File: config.mk
export PLATFORM = sky130hd
export DESIGN_NAME = cpu_return_reset_ops
export DESIGN_NICKNAME = d
export VERILOG_FILES = /design/src/common/cpu_ops_pkg.sv /design/src/rtl/return_stack.sv /design/src/rtl/cpu_return_reset_ops.sv
export VERILOG_INCLUDE_DIRS = /design/src /design/src/common
export SDC_FILE = /design/constraint.sdc
export NUM_CORES = 1
export LEC_CHECK = 0
export BUFFER_PORTS_ARGS = -buffer_cell sky130_fd_sc_hd__buf_2
export CORE_ASPECT_RATIO = 0.75
export CORE_MARGIN = 4
export CORE_UTILIZATION = 45
export DETAILED_ROUTE_END_ITERATION = 10
export GPL_TIMING_DRIVEN = 0
export REMOVE_ABC_BUFFERS = 1
export SYNTH_ARGS = -nofsm -noshare
export SYNTH_HDL_FRONTEND = slang
export SYNTH_HIERARCHICAL = 1
export SYNTH_SLANG_ARGS = --single-unit
File: constraint.sdc
create_clock -name clock -period 3.45 [get_ports clock]
set_input_delay 0.1725 -clock clock [delete_from_list [all_inputs] [get_ports clock]]
set_output_delay 0.1725 -clock clock [all_outputs]
set_load 0.01 [all_outputs]
File: src/common/cpu_ops_defines.svh
/*
  Constants of the return/reset instruction executor: register offsets, field positions,
  reset values and instruction selector codes.
  Assumes a 32-bit AHB-Lite register bus with word-aligned registers.
*/
`ifndef CPU_OPS_DEFINES_SVH
`define CPU_OPS_DEFINES_SVH

// register byte offsets
`define ADDR_CMD        8'h00
`define ADDR_WORK       8'h04
`define ADDR_OPTION     8'h08
`define ADDR_PWRSTAT    8'h0C
`define ADDR_IRQCTL     8'h10
`define ADDR_PC         8'h14
`define ADDR_STACK      8'h18
`define ADDR_STATUS     8'h1C
`define ADDR_CORE       8'h20

// command word fields
`define CMD_OP_MSB      2
`define CMD_OP_LSB      0
`define CMD_LIT_MSB     15
`define CMD_LIT_LSB     8

// instruction selector codes
`define OP_NOP          3'h0
`define OP_OPTION       3'h1
`define OP_SWRESET      3'h2
`define OP_RET_IRQ      3'h3
`define OP_RET_LIT      3'h4

// field positions and widths
`define IRQ_EN_BIT      7
`define RSTFLAG_BIT     2
`define PC_W            15
`define STATUS_W        3
`define PTR_W           4
`define STACK_DEPTH     16
`define CORE_BUSY_BIT   0
`define CORE_PTR_LSB    4

// reset values and pc step
`define WORK_RST        8'h00
`define OPTION_RST      8'hFF
`define IRQCTL_RST      8'h00
`define PC_RST          15'h0000
`define STATUS_RST      3'h0
`define RSTFLAG_RST     1'h1
`define PC_STEP         15'h0001

`endif

File: src/common/cpu_ops_pkg.sv
/*
  Types of the return/reset instruction executor.
  Takes no constants from cpu_ops_defines.svh; state encodings are written here.
*/
package cpu_ops_pkg;

  // one-hot execution states
  typedef enum logic [2:0] {
    ST_IDLE   = 3'h1,
    ST_EXEC   = 3'h2,
    ST_SECOND = 3'h4
  } exec_state_e;

  typedef logic [7:0] byte_t;

endpackage

File: src/rtl/return_stack.sv
/*
  Hardware return stack, circular, fixed depth; a pointer that wraps like the core's own.
  Assumes the owner never pushes and pops in one cycle.
*/
`timescale 1ns/1ps
`include "cpu_ops_defines.svh"

module return_stack (
  input  wire logic                  clock,
  input  wire logic                  reset,
  input  wire logic                  push,
  input  wire logic                  pop,
  input  wire logic [`PC_W-1:0]      push_data,
  output logic      [`PC_W-1:0]      stack_top,
  output logic      [`PTR_W-1:0]     ptr
);

  logic [`PC_W-1:0]  mem [`STACK_DEPTH];
  logic [`PTR_W-1:0] ptr_r;
  logic [`PTR_W-1:0] ptr_nxt;
  logic [`PTR_W-1:0] top_idx;

  // pointer names the next free slot, top is the slot below
  assign top_idx   = ptr_r - `PTR_W'(1);
  assign stack_top = mem[top_idx];
  assign ptr       = ptr_r;
  assign ptr_nxt   = push ? ptr_r + `PTR_W'(1) : (pop ? top_idx : ptr_r);

  // pointer update
  always_ff @(posedge clock)
  begin
    if (reset)
      ptr_r <= '0;
    else
      ptr_r <= ptr_nxt;
  end

  // storage has no reset
  always_ff @(posedge clock)
  begin
    if (push)
      mem[ptr_r] <= push_data;
  end

endmodule

File: src/rtl/cpu_return_reset_ops.sv
/*
  Executor of the no-operation, load-option, software reset, return-from-interrupt and
  return-with-literal instructions, with its core state reachable as an AHB-Lite slave.
  Assumes a single AHB-Lite master, word transfers only, hready fed back from hreadyout.
*/
`timescale 1ns/1ps
`include "cpu_ops_defines.svh"

module cpu_return_reset_ops (
  input  wire logic         clock,
  input  wire logic         reset,
  input  wire logic         hsel,
  input  wire logic [31:0]  haddr,
  input  wire logic [1:0]   htrans,
  input  wire logic         hwrite,
  input  wire logic [2:0]   hsize,
  input  wire logic [31:0]  hwdata,
  input  wire logic         hready,
  output logic      [31:0]  hrdata,
  output logic              hreadyout,
  output logic              hresp,
  output logic              device_reset_req
);

  // address hit on a mapped word
  function automatic logic hit(input logic [31:0] a, input logic [7:0] off);
    hit = (a[31:8] == 24'h000000) && (a[7:0] == off);
  endfunction

  // bus slave state
  logic        wr_pend_r;
  logic        rd_pend_r;
  logic [31:0] addr_r;
  logic [31:0] hrdata_r;
  logic        hready_r;
  logic        hresp_r;
  logic        accept;

  // core state
  cpu_ops_pkg::exec_state_e state_r;
  cpu_ops_pkg::exec_state_e state_nxt;
  logic [2:0]           op_r;
  cpu_ops_pkg::byte_t   lit_r;
  cpu_ops_pkg::byte_t   work_r;
  cpu_ops_pkg::byte_t   work_nxt;
  cpu_ops_pkg::byte_t   option_r;
  cpu_ops_pkg::byte_t   option_nxt;
  cpu_ops_pkg::byte_t   irqctl_r;
  cpu_ops_pkg::byte_t   irqctl_nxt;
  logic [`PC_W-1:0]     pc_r;
  logic [`PC_W-1:0]     pc_nxt;
  logic [`STATUS_W-1:0] status_r;
  logic [`STATUS_W-1:0] status_nxt;
  logic                 rstflag_r;
  logic                 rstflag_nxt;
  logic                 swrst_r;
  logic                 core_rst;

  // stack wiring
  logic [`PC_W-1:0]  stack_top;
  logic [`PTR_W-1:0] stack_ptr;
  logic              pop;
  logic              push;

  // decoded write strobes, valid in the write data phase
  logic wr_cmd;
  logic wr_work;
  logic wr_option;
  logic wr_pwrstat;
  logic wr_irqctl;
  logic wr_pc;
  logic wr_stack;
  logic wr_status;

  // decoded current instruction
  logic exec;
  logic is_option;
  logic is_swreset;
  logic is_ret_irq;
  logic is_ret_lit;
  logic two_cycle;
  logic busy;
  logic [31:0] rd_mux;

  // read words of each register, zero-extended
  logic [31:0] rd_cmd_w;
  logic [31:0] rd_work_w;
  logic [31:0] rd_option_w;
  logic [31:0] rd_pwrstat_w;
  logic [31:0] rd_irqctl_w;
  logic [31:0] rd_pc_w;
  logic [31:0] rd_stack_w;
  logic [31:0] rd_status_w;
  logic [31:0] rd_core_w;

  // address phase taken when selected, non-idle and bus ready
  assign accept = hsel && htrans[1] && hready;

  // write decode
  assign wr_cmd    = wr_pend_r && hit(addr_r, `ADDR_CMD);
  assign wr_work   = wr_pend_r && hit(addr_r, `ADDR_WORK);
  assign wr_option = wr_pend_r && hit(addr_r, `ADDR_OPTION);
  assign wr_pwrstat = wr_pend_r && hit(addr_r, `ADDR_PWRSTAT);
  assign wr_irqctl = wr_pend_r && hit(addr_r, `ADDR_IRQCTL);
  assign wr_pc     = wr_pend_r && hit(addr_r, `ADDR_PC);
  assign wr_stack  = wr_pend_r && hit(addr_r, `ADDR_STACK);
  assign wr_status = wr_pend_r && hit(addr_r, `ADDR_STATUS);

  // instruction decode; unknown selector codes behave as no-operation
  assign exec       = (state_r == cpu_ops_pkg::ST_EXEC);
  assign is_option  = exec && (op_r == `OP_OPTION);
  assign is_swreset = exec && (op_r == `OP_SWRESET);
  assign is_ret_irq = exec && (op_r == `OP_RET_IRQ);
  assign is_ret_lit = exec && (op_r == `OP_RET_LIT);
  assign two_cycle  = is_ret_irq || is_ret_lit;
  assign busy       = (state_r != cpu_ops_pkg::ST_IDLE);

  // a software reset acts on all core state except the reset flag exactly like the reset pin
  // core reset, from pin or software reset
  assign core_rst = reset || swrst_r;

  // both returns take the return address off the stack
  // pop on return
  assign pop  = is_ret_irq || is_ret_lit;
  assign push = wr_stack && !pop;

  // program counter: returns load top of stack, others step by one
  // only the pc advances
  assign pc_nxt = pop  ? stack_top :
                  exec ? pc_r + `PC_STEP :
                  wr_pc ? hwdata[`PC_W-1:0] : pc_r;

  // working register takes the literal
  // literal into working
  assign work_nxt = is_ret_lit ? lit_r :
                    wr_work  ? hwdata[7:0] : work_r;

  // option register loaded from working register
  // working to option
  assign option_nxt = is_option ? work_r :
                      wr_option ? hwdata[7:0] : option_r;

  // global interrupt enable forced on by interrupt return
  // set enable bit
  assign irqctl_nxt = is_ret_irq ? (irqctl_r | (8'h01 << `IRQ_EN_BIT)) :
                      wr_irqctl ? hwdata[7:0] : irqctl_r;

  // arithmetic flags follow software writes only
  // flags untouched
  assign status_nxt = wr_status ? hwdata[`STATUS_W-1:0] : status_r;

  // reset-instruction flag drops on software reset, wins over a write
  // clear reset flag
  assign rstflag_nxt = is_swreset ? 1'b0 :
                       wr_pwrstat ? hwdata[`RSTFLAG_BIT] : rstflag_r;

  // sequencing: two-cycle ops spend a second cycle while the fetch refills
  // two-cycle returns
  always_comb
  begin
    state_nxt = state_r;
    unique case (state_r)
      cpu_ops_pkg::ST_IDLE:
        if (wr_cmd)
          state_nxt = cpu_ops_pkg::ST_EXEC;
      cpu_ops_pkg::ST_EXEC:
        state_nxt = two_cycle ? cpu_ops_pkg::ST_SECOND : cpu_ops_pkg::ST_IDLE;
      cpu_ops_pkg::ST_SECOND:
        state_nxt = cpu_ops_pkg::ST_IDLE;
      default:
        state_nxt = cpu_ops_pkg::ST_IDLE;
    endcase
  end

  // read words, narrow fields in the low bits
  assign rd_cmd_w     = {16'h0000, lit_r, 5'h00, op_r};
  assign rd_work_w    = {24'h000000, work_r};
  assign rd_option_w  = {24'h000000, option_r};
  assign rd_pwrstat_w = {29'h00000000, rstflag_r, 2'h0};
  assign rd_irqctl_w  = {24'h000000, irqctl_r};
  assign rd_pc_w      = {17'h00000, pc_r};
  assign rd_stack_w   = {17'h00000, stack_top};
  assign rd_status_w  = {29'h00000000, status_r};
  assign rd_core_w    = {24'h000000, stack_ptr, 3'h0, busy};

  // read data selection; unmapped words read zero
  assign rd_mux =
    hit(addr_r, `ADDR_CMD)     ? rd_cmd_w :
    hit(addr_r, `ADDR_WORK)    ? rd_work_w :
    hit(addr_r, `ADDR_OPTION)  ? rd_option_w :
    hit(addr_r, `ADDR_PWRSTAT) ? rd_pwrstat_w :
    hit(addr_r, `ADDR_IRQCTL)  ? rd_irqctl_w :
    hit(addr_r, `ADDR_PC)      ? rd_pc_w :
    hit(addr_r, `ADDR_STACK)   ? rd_stack_w :
    hit(addr_r, `ADDR_STATUS)  ? rd_status_w :
    hit(addr_r, `ADDR_CORE)    ? rd_core_w : 32'h00000000;

  // hardware return stack
  return_stack u_stack (
    .clock     (clock),
    .reset     (core_rst),
    .push      (push),
    .pop       (pop),
    .push_data (hwdata[`PC_W-1:0]),
    .stack_top (stack_top),
    .ptr       (stack_ptr)
  );

  // bus address phase capture; reads add one wait state
  always_ff @(posedge clock)
  begin
    if (reset)
    begin
      wr_pend_r <= 1'b0;
      rd_pend_r <= 1'b0;
      addr_r    <= 32'h00000000;
      hready_r  <= 1'b1;
    end
    else
    begin
      wr_pend_r <= accept && hwrite;
      rd_pend_r <= accept && !hwrite;
      if (accept)
        addr_r <= haddr;
      hready_r <= !(accept && !hwrite);
    end
  end

  // read data loaded in the wait state
  always_ff @(posedge clock)
  begin
    if (reset)
      hrdata_r <= 32'h00000000;
    else if (rd_pend_r)
      hrdata_r <= rd_mux;
  end

  // command capture, refused while busy
  always_ff @(posedge clock)
  begin
    if (core_rst)
    begin
      op_r  <= `OP_NOP;
      lit_r <= 8'h00;
    end
    else if (wr_cmd && !busy)
    begin
      op_r  <= hwdata[`CMD_OP_MSB:`CMD_OP_LSB];
      lit_r <= hwdata[`CMD_LIT_MSB:`CMD_LIT_LSB];
    end
  end

  // core registers and sequencer
  always_ff @(posedge clock)
  begin
    if (core_rst)
    begin
      state_r  <= cpu_ops_pkg::ST_IDLE;
      work_r   <= `WORK_RST;
      option_r <= `OPTION_RST;
      irqctl_r <= `IRQCTL_RST;
      pc_r     <= `PC_RST;
      status_r <= `STATUS_RST;
    end
    else
    begin
      state_r  <= state_nxt;
      work_r   <= work_nxt;
      option_r <= option_nxt;
      irqctl_r <= irqctl_nxt;
      pc_r     <= pc_nxt;
      status_r <= status_nxt;
    end
  end

  // reset flag survives the software reset it records
  always_ff @(posedge clock)
  begin
    if (reset)
      rstflag_r <= `RSTFLAG_RST;
    else
      rstflag_r <= rstflag_nxt;
  end

  // one-cycle device reset request
  // reset pulse
  always_ff @(posedge clock)
  begin
    if (reset)
      swrst_r <= 1'b0;
    else
      swrst_r <= is_swreset;
  end

  // response register; this slave never signals an error
  always_ff @(posedge clock)
  begin
    if (reset)
      hresp_r <= 1'b0;
    else
      hresp_r <= 1'b0;
  end

  // bus outputs straight from flops; response always okay
  assign hrdata           = hrdata_r;
  assign hreadyout        = hready_r;
  assign hresp            = hresp_r;
  assign device_reset_req = swrst_r;

endmodule

==> results.txt, run 1 <==
Top Metal Used: met4
placed insts: 1558
CTS buffer count: 36
FP Rows: 57
Starting Density: 46.3%
TritonCTS clock tree: yes
Post-Synthesis Cell Area: 15200 µm²
Clock Latency Late Sink: 0.54 ns
metal3 WL: 2.14 mm
worst clock skew: 0.0218 ns
Final Util: 54.7%
Reg power frac: 53.3%
max cap viols: 0
hold_ws: 0.0527 ns
Worst Setup EP: u_stack/mem[1][7]$_DFFE_PP_
Post-Synthesis Cells: 1083
Sw Pwr: 1.85 mW
total via count after detailed routing: 9494
DRC: 0
Die ar.: 36800 µm²
max_slew headroom: 19.1%
synth warn: 6
Setup WS pre-CTS: -1.36 ns
dominant synthesized flop cell: edfxtp_1
Synth top area share: 47.5%
ratio of final minimum period to clock period: 97.6%
Area contributors post-synth: edfxtp_1 47%, dfxtp_1 15%, mux4_2 5.6%
die width: 220 µm
clk root buf: clkbuf_16
Max IR drop VDD: 0.378 mV
hpwl dp: 24.7 mm
final net count: 1282
DRT antenna net count: 0
Final WS setup: 0.0841 ns
DR vias/cell: 5.68
async set-reset flop share out of synthesis: 0%
crit path launch: addr_r[12]$_SDFFE_PP0P_
r2r setup slk: 0.08 ns
post-synthesis average cell area: 14.0 µm²
GRT overflow: 0
critical-path cell with the highest stage delay: nor4_2
wire length on met2: 17.4 mm
Leakage: 5.93 nW
worst-path fanout max: 9
#FFs+latches synth: 353
min cycle time layout: 3.37 ns
GRT Total Usage: 21.0%
largest net degree at the start of global routing: 51
switching share of power: 21.7%
Pre-Repair DR Iteration Count: 6
Clk pwr share: 42.9%
CP Class: flop to flop
Final Hold Vio Count: 0
HP Class: input port to flop
n_diodes: 0
unique cell type count in the Yosys netlist: 65
final setup vio count: 0
Comb power frac: 3.7%
gpl congestion: 0.823
Area growth, synth to finish: 18.1%
number of cells on the critical path: 8
Critical R2R Launch: addr_r[12]$_SDFFE_PP0P_
total power: 8.52 mW
CTS max path bufs: 3
core area: 32800 µm²
metal1 wirelength: 18.6 mm
Non-Filler Instances: 1671
Startpoint Class: flop
number of global-route vias before repair: 9183
status: completed
first-pass GRT wire length: 58.1 mm
RR Endpoint: u_stack/mem[1][7]$_DFFE_PP_
leading area contributor after synthesis: edfxtp_1
critical path capture point type: flop
Post-synth EDFFs: 240
max-slew violations: 0
cell family with most CP delay: simple AND/OR/NAND/NOR gates
DR iter-0 viols: 728
Int Power: 6.66 mW
final-layout fill cell count: 2700
critical path cell sequence: nor4_2 -> nand2_2 -> nor3_1 -> nor4bb_4 -> buf_4 -> nand2_1 -> nor3_4 -> buf_6
clock sink count: 353
FMAX: 0.297 GHz
CP required: 3.68 ns
layout cells sized above 1: 22.7%
Pwr Density: 475 nW/µm²
Buffers on Ports: 71
sequential share of the synthesized area: 62.4%
Largest stage delay, worst path: 0.58 ns
H-tree Lvls: 2
IO Pins: 109
routed wire length: 38.7 mm
die height: 167 µm
number of antenna violations at the first check in global routing: 0
worst path bufs/invs: 2
CTS clk-pin slew, worst paths: 0.06 ns
Worst-Margin Slew: 1.21 ns
drt wl/cell: 23.2 µm
Critical Path AT: 3.60 ns
Reg2Reg Depth: 8
synthesized netlist by cell type (4+ instances only):
cell and n:
nor4_1 8, edfxtp_1 240, a221oi_1 5, buf_1 6
nand2_1 100, nor4_2 5, buf_6 7, dfxtp_1 113
nor3_2 4, buf_2 11, a22o_1 4, xor2_1 6
nor2b_1 21, o21ai_1 12, ha_1 6, clkbuf_1 32
nand2b_1 7, nand4_1 8, and4_1 4, o21a_1 5
xnor2_1 12, mux2_2 9, o21ai_0 11, mux4_2 38
mux2i_1 57, a21oi_1 96, nor2_1 75, nor3_1 16
a211oi_1 35, a211oi_2 13, buf_4 24, mux4_1 23
a22oi_2 7, inv_1 10, nand3_1 8
routing by layer:
layer,global-route usage [%],vias to the layer above
li1,-,4362
met1,32.9,4804
met2,30.5,277
met3,3.73,51
met4,4.67,0
met5,0,-
worst min path at each step:
stage / endpoint / cells after the start / startpoint
finish: u_stack/mem[5][8]$_DFFE_PP_ / 1 / hwdata[8]
global route: u_stack/mem[5][8]$_DFFE_PP_ / 1 / hwdata[8]
CTS: u_stack/mem[5][8]$_DFFE_PP_ / 1 / hwdata[8]
detailed placement: rd_pend_r$_SDFF_PP0_ / 2 / hwrite
global placement: rd_pend_r$_SDFF_PP0_ / 2 / hwrite
floorplan: hrdata[10]$_SDFFE_PP0P_ / 1 / reset
per-stage QoR:
stage | area [µm²] | TNS (ns)
2_1_floorplan | 14700 | -225.23
3_3_place_gp | 15600 | -851.22
3_5_place_dp | 16300 | -277.31
4_1_cts | 17800 | 0
5_1_grt | 17900 | -0.0385
6_report | 17900 | 0
cell families (layout without fill, tap and decap cells):
group           Yosys count  count (layout)  synth area share [%]
compound gates          204             204                  8.95
xor+xnor                 18              19                  1.04
fa+ha+maj                 6               6                 0.495
buf+inv                  93             222                  3.65
flops                   353             353                  62.4
mux                     127             127                  14.0
other cells               1              17                0.0247
simple gates            281             281                  9.41
cell type report:
| cell class | instances | area, µm² | share of cell area [%] |
|---|---|---|---|
| clock buffers | 53 | 996 | 5.55 |
| inverters | 10 | 37.5 | 0.209 |
| well taps | 442 | 553 | 3.08 |
| multi-input cells | 654 | 5430 | 30.3 |
| repair buffers | 147 | 1360 | 7.56 |
| flip-flops and latches | 353 | 9470 | 52.8 |
| clock inverters | 12 | 90.1 | 0.502 |
worst reg2reg max path, delay by kind of cell, from the launching register on:
kind | cells | cell delay (ns)
buf+inv | 2 | 0.46
flops | 1 | 0.32
simple gates | 6 | 2.25
power by group through the flow:
stage / registers, mW / clock network [mW] / logic [mW]
finish: 4.54 / 3.66 / 0.316
detailed placement: 4.63 / 0 / 0.278
floorplan: 4.63 / 0 / 0.131
global route: 4.54 / 3.91 / 0.345
CTS: 4.54 / 3.72 / 0.313
global placement: 4.63 / 0 / 0.268
layout by cell type, fill, tap and decap left out, drive strengths merged, types with 2 or more instances in the layout:
cell type and count:
inv 13, dlygate4sd3 34, o22ai 2, and3 3
o21ai 23, mux2 9, nor3 20, nand3 9
xor2 7, nor2 77, and4 4, conb 17
nand2b 8, o211ai 2, mux2i 57, ha 6
nand4 8, a211oi 48, a221oi 5, and2 2
xnor2 12, mux4 61, nor2b 21, buf 113
a21oi 97, or3b 2, nor4 15, a31oi 3
clkinv 9, o21a 5, clkbuf 53, a22oi 8
edfxtp 240, nand3b 3, nor3b 2, dfxtp 113
a22o 4, nand2 102
sequential cells by signal (all words and copies together), names as in the netlist, 3 cells and up:
register	cells
op_r	3
status_r	3
work_r	8
state_r	3
option_r	8
lit_r	8
hrdata	16
irqctl_r	8
u_stack/mem	240
u_stack/ptr	4
addr_r	32
pc_r	15
what timing repair did:
action,4_1_cts,5_1_grt
gates resized for setup,7,6
endpoints found under the hold margin,36,0
pin swaps,3,1
cloned,1,0
setup buffers,8,5
setup endpoints to repair,271,36
hold buffers,34,0
(Power assumes the default switching activity.)
==> inputs of run 2 (changes only) <==
ABC_CLOCK_PERIOD_IN_PS = 3450   (was default)
CELL_PAD_IN_SITES_DETAIL_PLACEMENT = 2   (was default)
CELL_PAD_IN_SITES_GLOBAL_PLACEMENT = 2   (was default)
CORE_UTILIZATION = 39   (was 45)
PLACE_DENSITY_LB_ADDON = 0.1   (was default)
SKIP_LAST_GASP = 1   (was default)
==> run 2 against run 1 <==
Critical path depth increased by 4. Critical path type unchanged. Sequential share of layout area down 0.88 points. Clock power rose by 9.3%. Count of clock-buffer cells in the layout fell by 1. Combinational power is 7.0% higher. Cell count is 5.0% higher. Utilization fell by 7.1 points. Sequential power hardly changed. Die area up 15%. Total power rose by 4.2%. Critical endpoint is now hrdata[0]$_SDFFE_PP0P_.
==> results.txt, run 2 (synthesis gave the netlist of run 1 again) <==
H-tree Lvls: 2
Max IR drop VDD: 0.263 mV
hold_ws: 0.0426 ns
die height: 179 µm
CTS buffer count: 38
GRT Total Usage: 22.5%
die width: 236 µm
most flop-heavy register: u_stack/mem
clk root buf: clkbuf_16
FMAX: 0.303 GHz
max-slew violations: 0
final net count: 1293
critical path capture point type: flop
max reg flops: 240
Startpoint Class: flop
FP Rows: 62
M1 GR Usage: 32.1%
Leakage: 6.03 nW
Final Util: 47.6%
HP Class: input port to flop
n_diodes: 0
total via count after detailed routing: 9937
Pre-Repair DR Iteration Count: 5
layout cells sized above 1: 23.8%
area post-placement: 16300 µm²
post-route cell area: 18200 µm²
routed wire length: 47.8 mm
TritonCTS clock tree: yes
number of global-route vias before repair: 10528
Final WS setup: 0.152 ns
met2 Use GR: 36.7%
CTS max path bufs: 3
CP required: 3.84 ns
DR vias/cell: 5.67
critical path cell sequence: inv_1 -> ha_1 -> xor2_4 -> buf_6 -> nor2b_1 -> a211oi_1 -> a21oi_1 -> mux2_2 -> o22ai_1 -> nand2b_1 -> a222oi_1 -> a31oi_1
commonest non-fill, non-tap cell in the layout: edfxtp_1
Largest stage delay, worst path: 0.44 ns
DR iter-0 viols: 620
largest net degree at the start of global routing: 51
Setup WS pre-CTS: -0.763 ns
final setup vio count: 0
Area growth, synth to finish: 20.2%
M3 GR Usage: 3.77%
IO Pins: 109
Worst-Margin Slew: 1.31 ns
min cycle time layout: 3.30 ns
Buffers on Ports: 71
worst clock skew: 0.0235 ns
Die ar.: 42200 µm²
status: completed
GRT overflow: 0
Starting Density: 39.6%
Clock Latency Late Sink: 0.55 ns
CTS clk-pin slew, worst paths: 0.07 ns
DRC: 0
max_slew headroom: 12.9%
drt wl/cell: 27.2 µm
commonest non-fill, non-tap cells in the layout: 240 x edfxtp_1, 110 x dfxtp_1, 99 x nand2_1
first-pass GRT wire length: 70.9 mm
ratio of final minimum period to clock period: 95.6%
Pwr Density: 487 nW/µm²
critical-path cell with the highest stage delay: a222oi_1
final-layout fill cell count: 3650
Final Hold Vio Count: 0
core area: 38300 µm²
max cap viols: 0
CP Class: flop to flop
Critical Path AT: 3.69 ns
worst-path fanout max: 18
busiest grt layer: met2
clock sink count: 353
total power: 8.88 mW
number of antenna violations at the first check in global routing: 0
gpl congestion: 0.760
DRT antenna net count: 0
hpwl dp: 31.3 mm
## run 2: layout make-up
class	count	area, µm²	area share [%]
timing repair buffer	157	1450	7.94
inverter	10	37.5	0.206
multi-input combinational	653	5450	29.9
sequential	353	9480	51.9
clock inverter	17	163	0.892
tap	512	641	3.51
clock buffer	52	1020	5.62
## run 2: final timing paths
check / startpoint / to / slack (ns) / cells past startpoint
setup / recovery: u_stack/ptr[1]$_SDFFE_PP0P_ / hrdata[0]$_SDFFE_PP0P_ / 0.15 / 12
hold / removal: hwdata[9] / u_stack/mem[12][9]$_DFFE_PP_ / 0.04 / 1
setup reg to reg: u_stack/ptr[1]$_SDFFE_PP0P_ / hrdata[0]$_SDFFE_PP0P_ / 0.15 / 12
hold reg to reg: hrdata[15]$_SDFFE_PP0P_ / hrdata[15]$_SDFFE_PP0P_ / 0.45 / 2
## run 2: worst max-delay path, delay by kind of cell, from the launching register on
family                     cells  cell delay [ns]
AOI/OAI and AO/OA              5             1.31
buffers and inverters          2             0.41
DFF                            1             0.40
muxes                          1             0.32
adders and majority gates      1             0.31
xor gates and xnor gates       1             0.24
and+or+nand+nor                2             0.16
## run 2: per-layer routing
layer / up-vias / wire length, µm
met1: 5254 / 22400
met5: - / 0
met4: 0 / 772
met3: 52 / 2290
li1: 4387 / -
met2: 244 / 22400
## run 2: timing repair
item                                    in CTS  in global routing
setup buffers                               13                  8
resized for setup                           14                 10
hold buffers                                34                  0
endpoints found under the setup margin     261                153
hold endpoints to repair                    36                  0
pin swaps                                    3                  5
## run 2: through the flow
step / TNS (ns) / cells
finish: 0 / 1754
global route: -0.161 / 1754
CTS: -1.03 / 1746
detailed placement: -110.48 / 1630
global placement: -933.60 / 1599
floorplan: -225.23 / 1016
## run 2: where the power goes
group	leakage, nW	total (mW)	internal [mW]	switching [mW]
Combinational	2.39	0.338	0.108	0.230
Clock	0.568	4.00	2.31	1.69
Sequential	3.07	4.54	4.53	0.0181
==> inputs of run 3 (changes only) <==
--- a/config.mk
+++ b/config.mk
@@ -7,5 +7,5 @@
 export NUM_CORES = 1
 export LEC_CHECK = 0
-export ABC_CLOCK_PERIOD_IN_PS = 3450
+export ABC_CLOCK_PERIOD_IN_PS = 2910
 export BUFFER_PORTS_ARGS = -buffer_cell sky130_fd_sc_hd__buf_2
 export CELL_PAD_IN_SITES_DETAIL_PLACEMENT = 2
==> constraint.sdc (replaced) <==
create_clock -name clock -period 2.91 [get_ports clock]
set_input_delay 0.582 -clock clock [delete_from_list [all_inputs] [get_ports clock]]
set_output_delay 0.582 -clock clock [all_outputs]
set_load 0.01 [all_outputs]
==> run 3 against run 2 <==
The flow now finishes with violations (setup timing). Clock skew is 0.0020 ns higher. Global-route usage is 0.52 points higher. Critical endpoint is now hrdata[2]$_SDFFE_PP0P_. Sequential cell count stayed put. Critical path type unchanged. Highest routed layer unchanged. Maximum frequency is 7.6% higher. Cell count fell by 0.51%. Largest power group unchanged.
==> results.txt, run 3 (synthesis gave the netlist of run 1 again) <==
commonest non-fill, non-tap cells in the layout: 240 x edfxtp_1, 109 x dfxtp_1, 96 x nand2_1
Max IR drop VDD: 0.309 mV
layout cells sized above 1: 27.3%
Pre-Repair DR Iteration Count: 5
M3 GR Usage: 3.86%
die height: 179 µm
FP Rows: 62
hpwl dp: 31.3 mm
CP Class: flop to flop
Critical Path AT: 3.50 ns
Area growth, synth to finish: 20.4%
first-pass GRT wire length: 72.0 mm
gpl congestion: 0.760
Starting Density: 39.6%
Startpoint Class: flop
final net count: 1284
die width: 236 µm
HP Class: input port to flop
CP required: 3.34 ns
GRT overflow: 0
max_slew headroom: 17.9%
Pwr Density: 576 nW/µm²
CTS max path bufs: 3
TritonCTS clock tree: yes
hold path start: hwrite
DRT antenna net count: 0
max-slew violations: 0
worst-path fanout max: 7
Final WS setup: -0.156 ns
area post-placement: 16300 µm²
FMAX: 0.326 GHz
Clock Latency Late Sink: 0.55 ns
IO Pins: 109
status: complete, but fails checks
most flop-heavy register: u_stack/mem
violated checks: setup timing
Buffers on Ports: 71
r2r setup slk: -0.16 ns
number of antenna violations at the first check in global routing: 0
number of global-route vias before repair: 10527
critical path capture point type: flop
post-route cell area: 18300 µm²
DR vias/cell: 5.69
clock sink count: 353
CTS clk-pin slew, worst paths: 0.07 ns
Critical R2R Launch: u_stack/ptr[0]$_SDFFE_PP0P_
ratio of final minimum period to clock period: 105%
H-tree Lvls: 2
Leakage: 6.07 nW
min cycle time layout: 3.07 ns
max cap viols: 0
Final Hold Vio Count: 0
total power: 10.5 mW
DR iter-0 viols: 675
n_diodes: 0
Reg2Reg Depth: 10
largest net degree at the start of global routing: 51
RSZ-0062 raised after global routing: true
setup TNS: -0.306 ns
Worst-Margin Slew: 1.23 ns
CTS buffer count: 38
clk root buf: clkbuf_16
cts-stage hold buffer count: 0
final setup vio count: 2
DRC: 0
worst clock skew: 0.0255 ns
WHS Path Cells: 2
M1 GR Usage: 32.5%
Die ar.: 42200 µm²
commonest non-fill, non-tap cell in the layout: edfxtp_1
GRT Total Usage: 23.0%
met2 Use GR: 38.2%
busiest grt layer: met2
RR Endpoint: hrdata[2]$_SDFFE_PP0P_
core area: 38300 µm²
drt wl/cell: 28.4 µm
Hold EP: rd_pend_r$_SDFF_PP0_
max reg flops: 240
total via count after detailed routing: 9927
routed wire length: 49.5 mm
## run 3: changes by cell type in the layout (fill, tap and decap cells not counted), moves of 2 or more
cell / before / now
a21oi_2: 1 / 3
a21oi_1: 95 / 93
dlygate4sd3_1: 34 / 0
a211oi_2: 13 / 16
a211oi_1: 35 / 32
inv_1: 10 / 7
mux2i_1: 57 / 55
buf_4: 14 / 32
nand2_1: 99 / 96
clkinvlp_4: 2 / 5
nand2_4: 0 / 3
buf_12: 6 / 10
## run 3: power breakdown
| group | switching [mW] | leakage (nW) | internal, mW |
|---|---|---|---|
| Combinational | 0.273 | 2.43 | 0.107 |
| Clock | 2.02 | 0.568 | 2.74 |
| Sequential | 0.0218 | 3.07 | 5.36 |
| Total | 2.32 | 6.07 | 8.21 |
## run 3: repair_timing
action,4_1_cts,5_1_grt
resized for setup,41,18
setup buffers,35,10
pin swaps,15,5
cloned,0,1
setup endpoints to repair,312,101
## run 3: area by class of cell
cell class	count	area, µm²
fillers	3649	20000
flip-flops and latches	353	9480
multi-input cells	653	5570
repair buffers	147	1350
clock buffers	52	1020
well taps	512	641
clock inverters	17	163
inverters	10	48.8
repair inverters	1	5.00
## run 3: worst max-delay path by stage
stage,from,end,slack (ns)
after detailed placement,u_stack/ptr[0]$_SDFFE_PP0P_,hrdata[0]$_SDFFE_PP0P_,-1.30
after CTS,u_stack/ptr[0]$_SDFFE_PP0P_,hrdata[0]$_SDFFE_PP0P_,-0.15
after floorplan,u_stack/ptr[0]$_SDFFE_PP0P_,hrdata[0]$_SDFFE_PP0P_,-4.43
after global routing,u_stack/ptr[1]$_SDFFE_PP0P_,hrdata[2]$_SDFFE_PP0P_,-0.18
after global placement,u_stack/ptr[0]$_SDFFE_PP0P_,hrdata[1]$_SDFFE_PP0P_,-8.72
final,u_stack/ptr[0]$_SDFFE_PP0P_,hrdata[2]$_SDFFE_PP0P_,-0.16
## run 3: stage by stage
| step | worst slack [ns] | util [%] | std cells | hold WS, ns |
|---|---|---|---|---|
| after floorplan | -4.43 | - | 1016 | 0.430 |
| after global placement | -8.72 | 41.0 | 1599 | 0.439 |
| after detailed placement | -1.30 | 42.6 | 1630 | 0.452 |
| after CTS | -0.149 | 47.3 | 1734 | 0.218 |
| after global routing | -0.179 | 47.7 | 1745 | 0.239 |
| final | -0.156 | 47.7 | 1745 | 0.237 |
## run 3: per-layer routing
layer | wire length (µm) | vias up
li1 | - | 4358
met1 | 22800 | 5264
met2 | 23500 | 258
met3 | 2510 | 47
met4 | 715 | 0
met5 | 0 | -
## run 3: critical path, cell delays in order, from the launching register on
cell and delay (ns):
dfxtp_4 0.37, clkinvlp_4 0.16, ha_4 0.34, buf_4 0.19
mux4_1 0.32, a211oi_2 0.34, a21oi_2 0.14, mux4_2 0.52
a21oi_1 0.23, o211ai_1 0.13, a32o_1 0.22
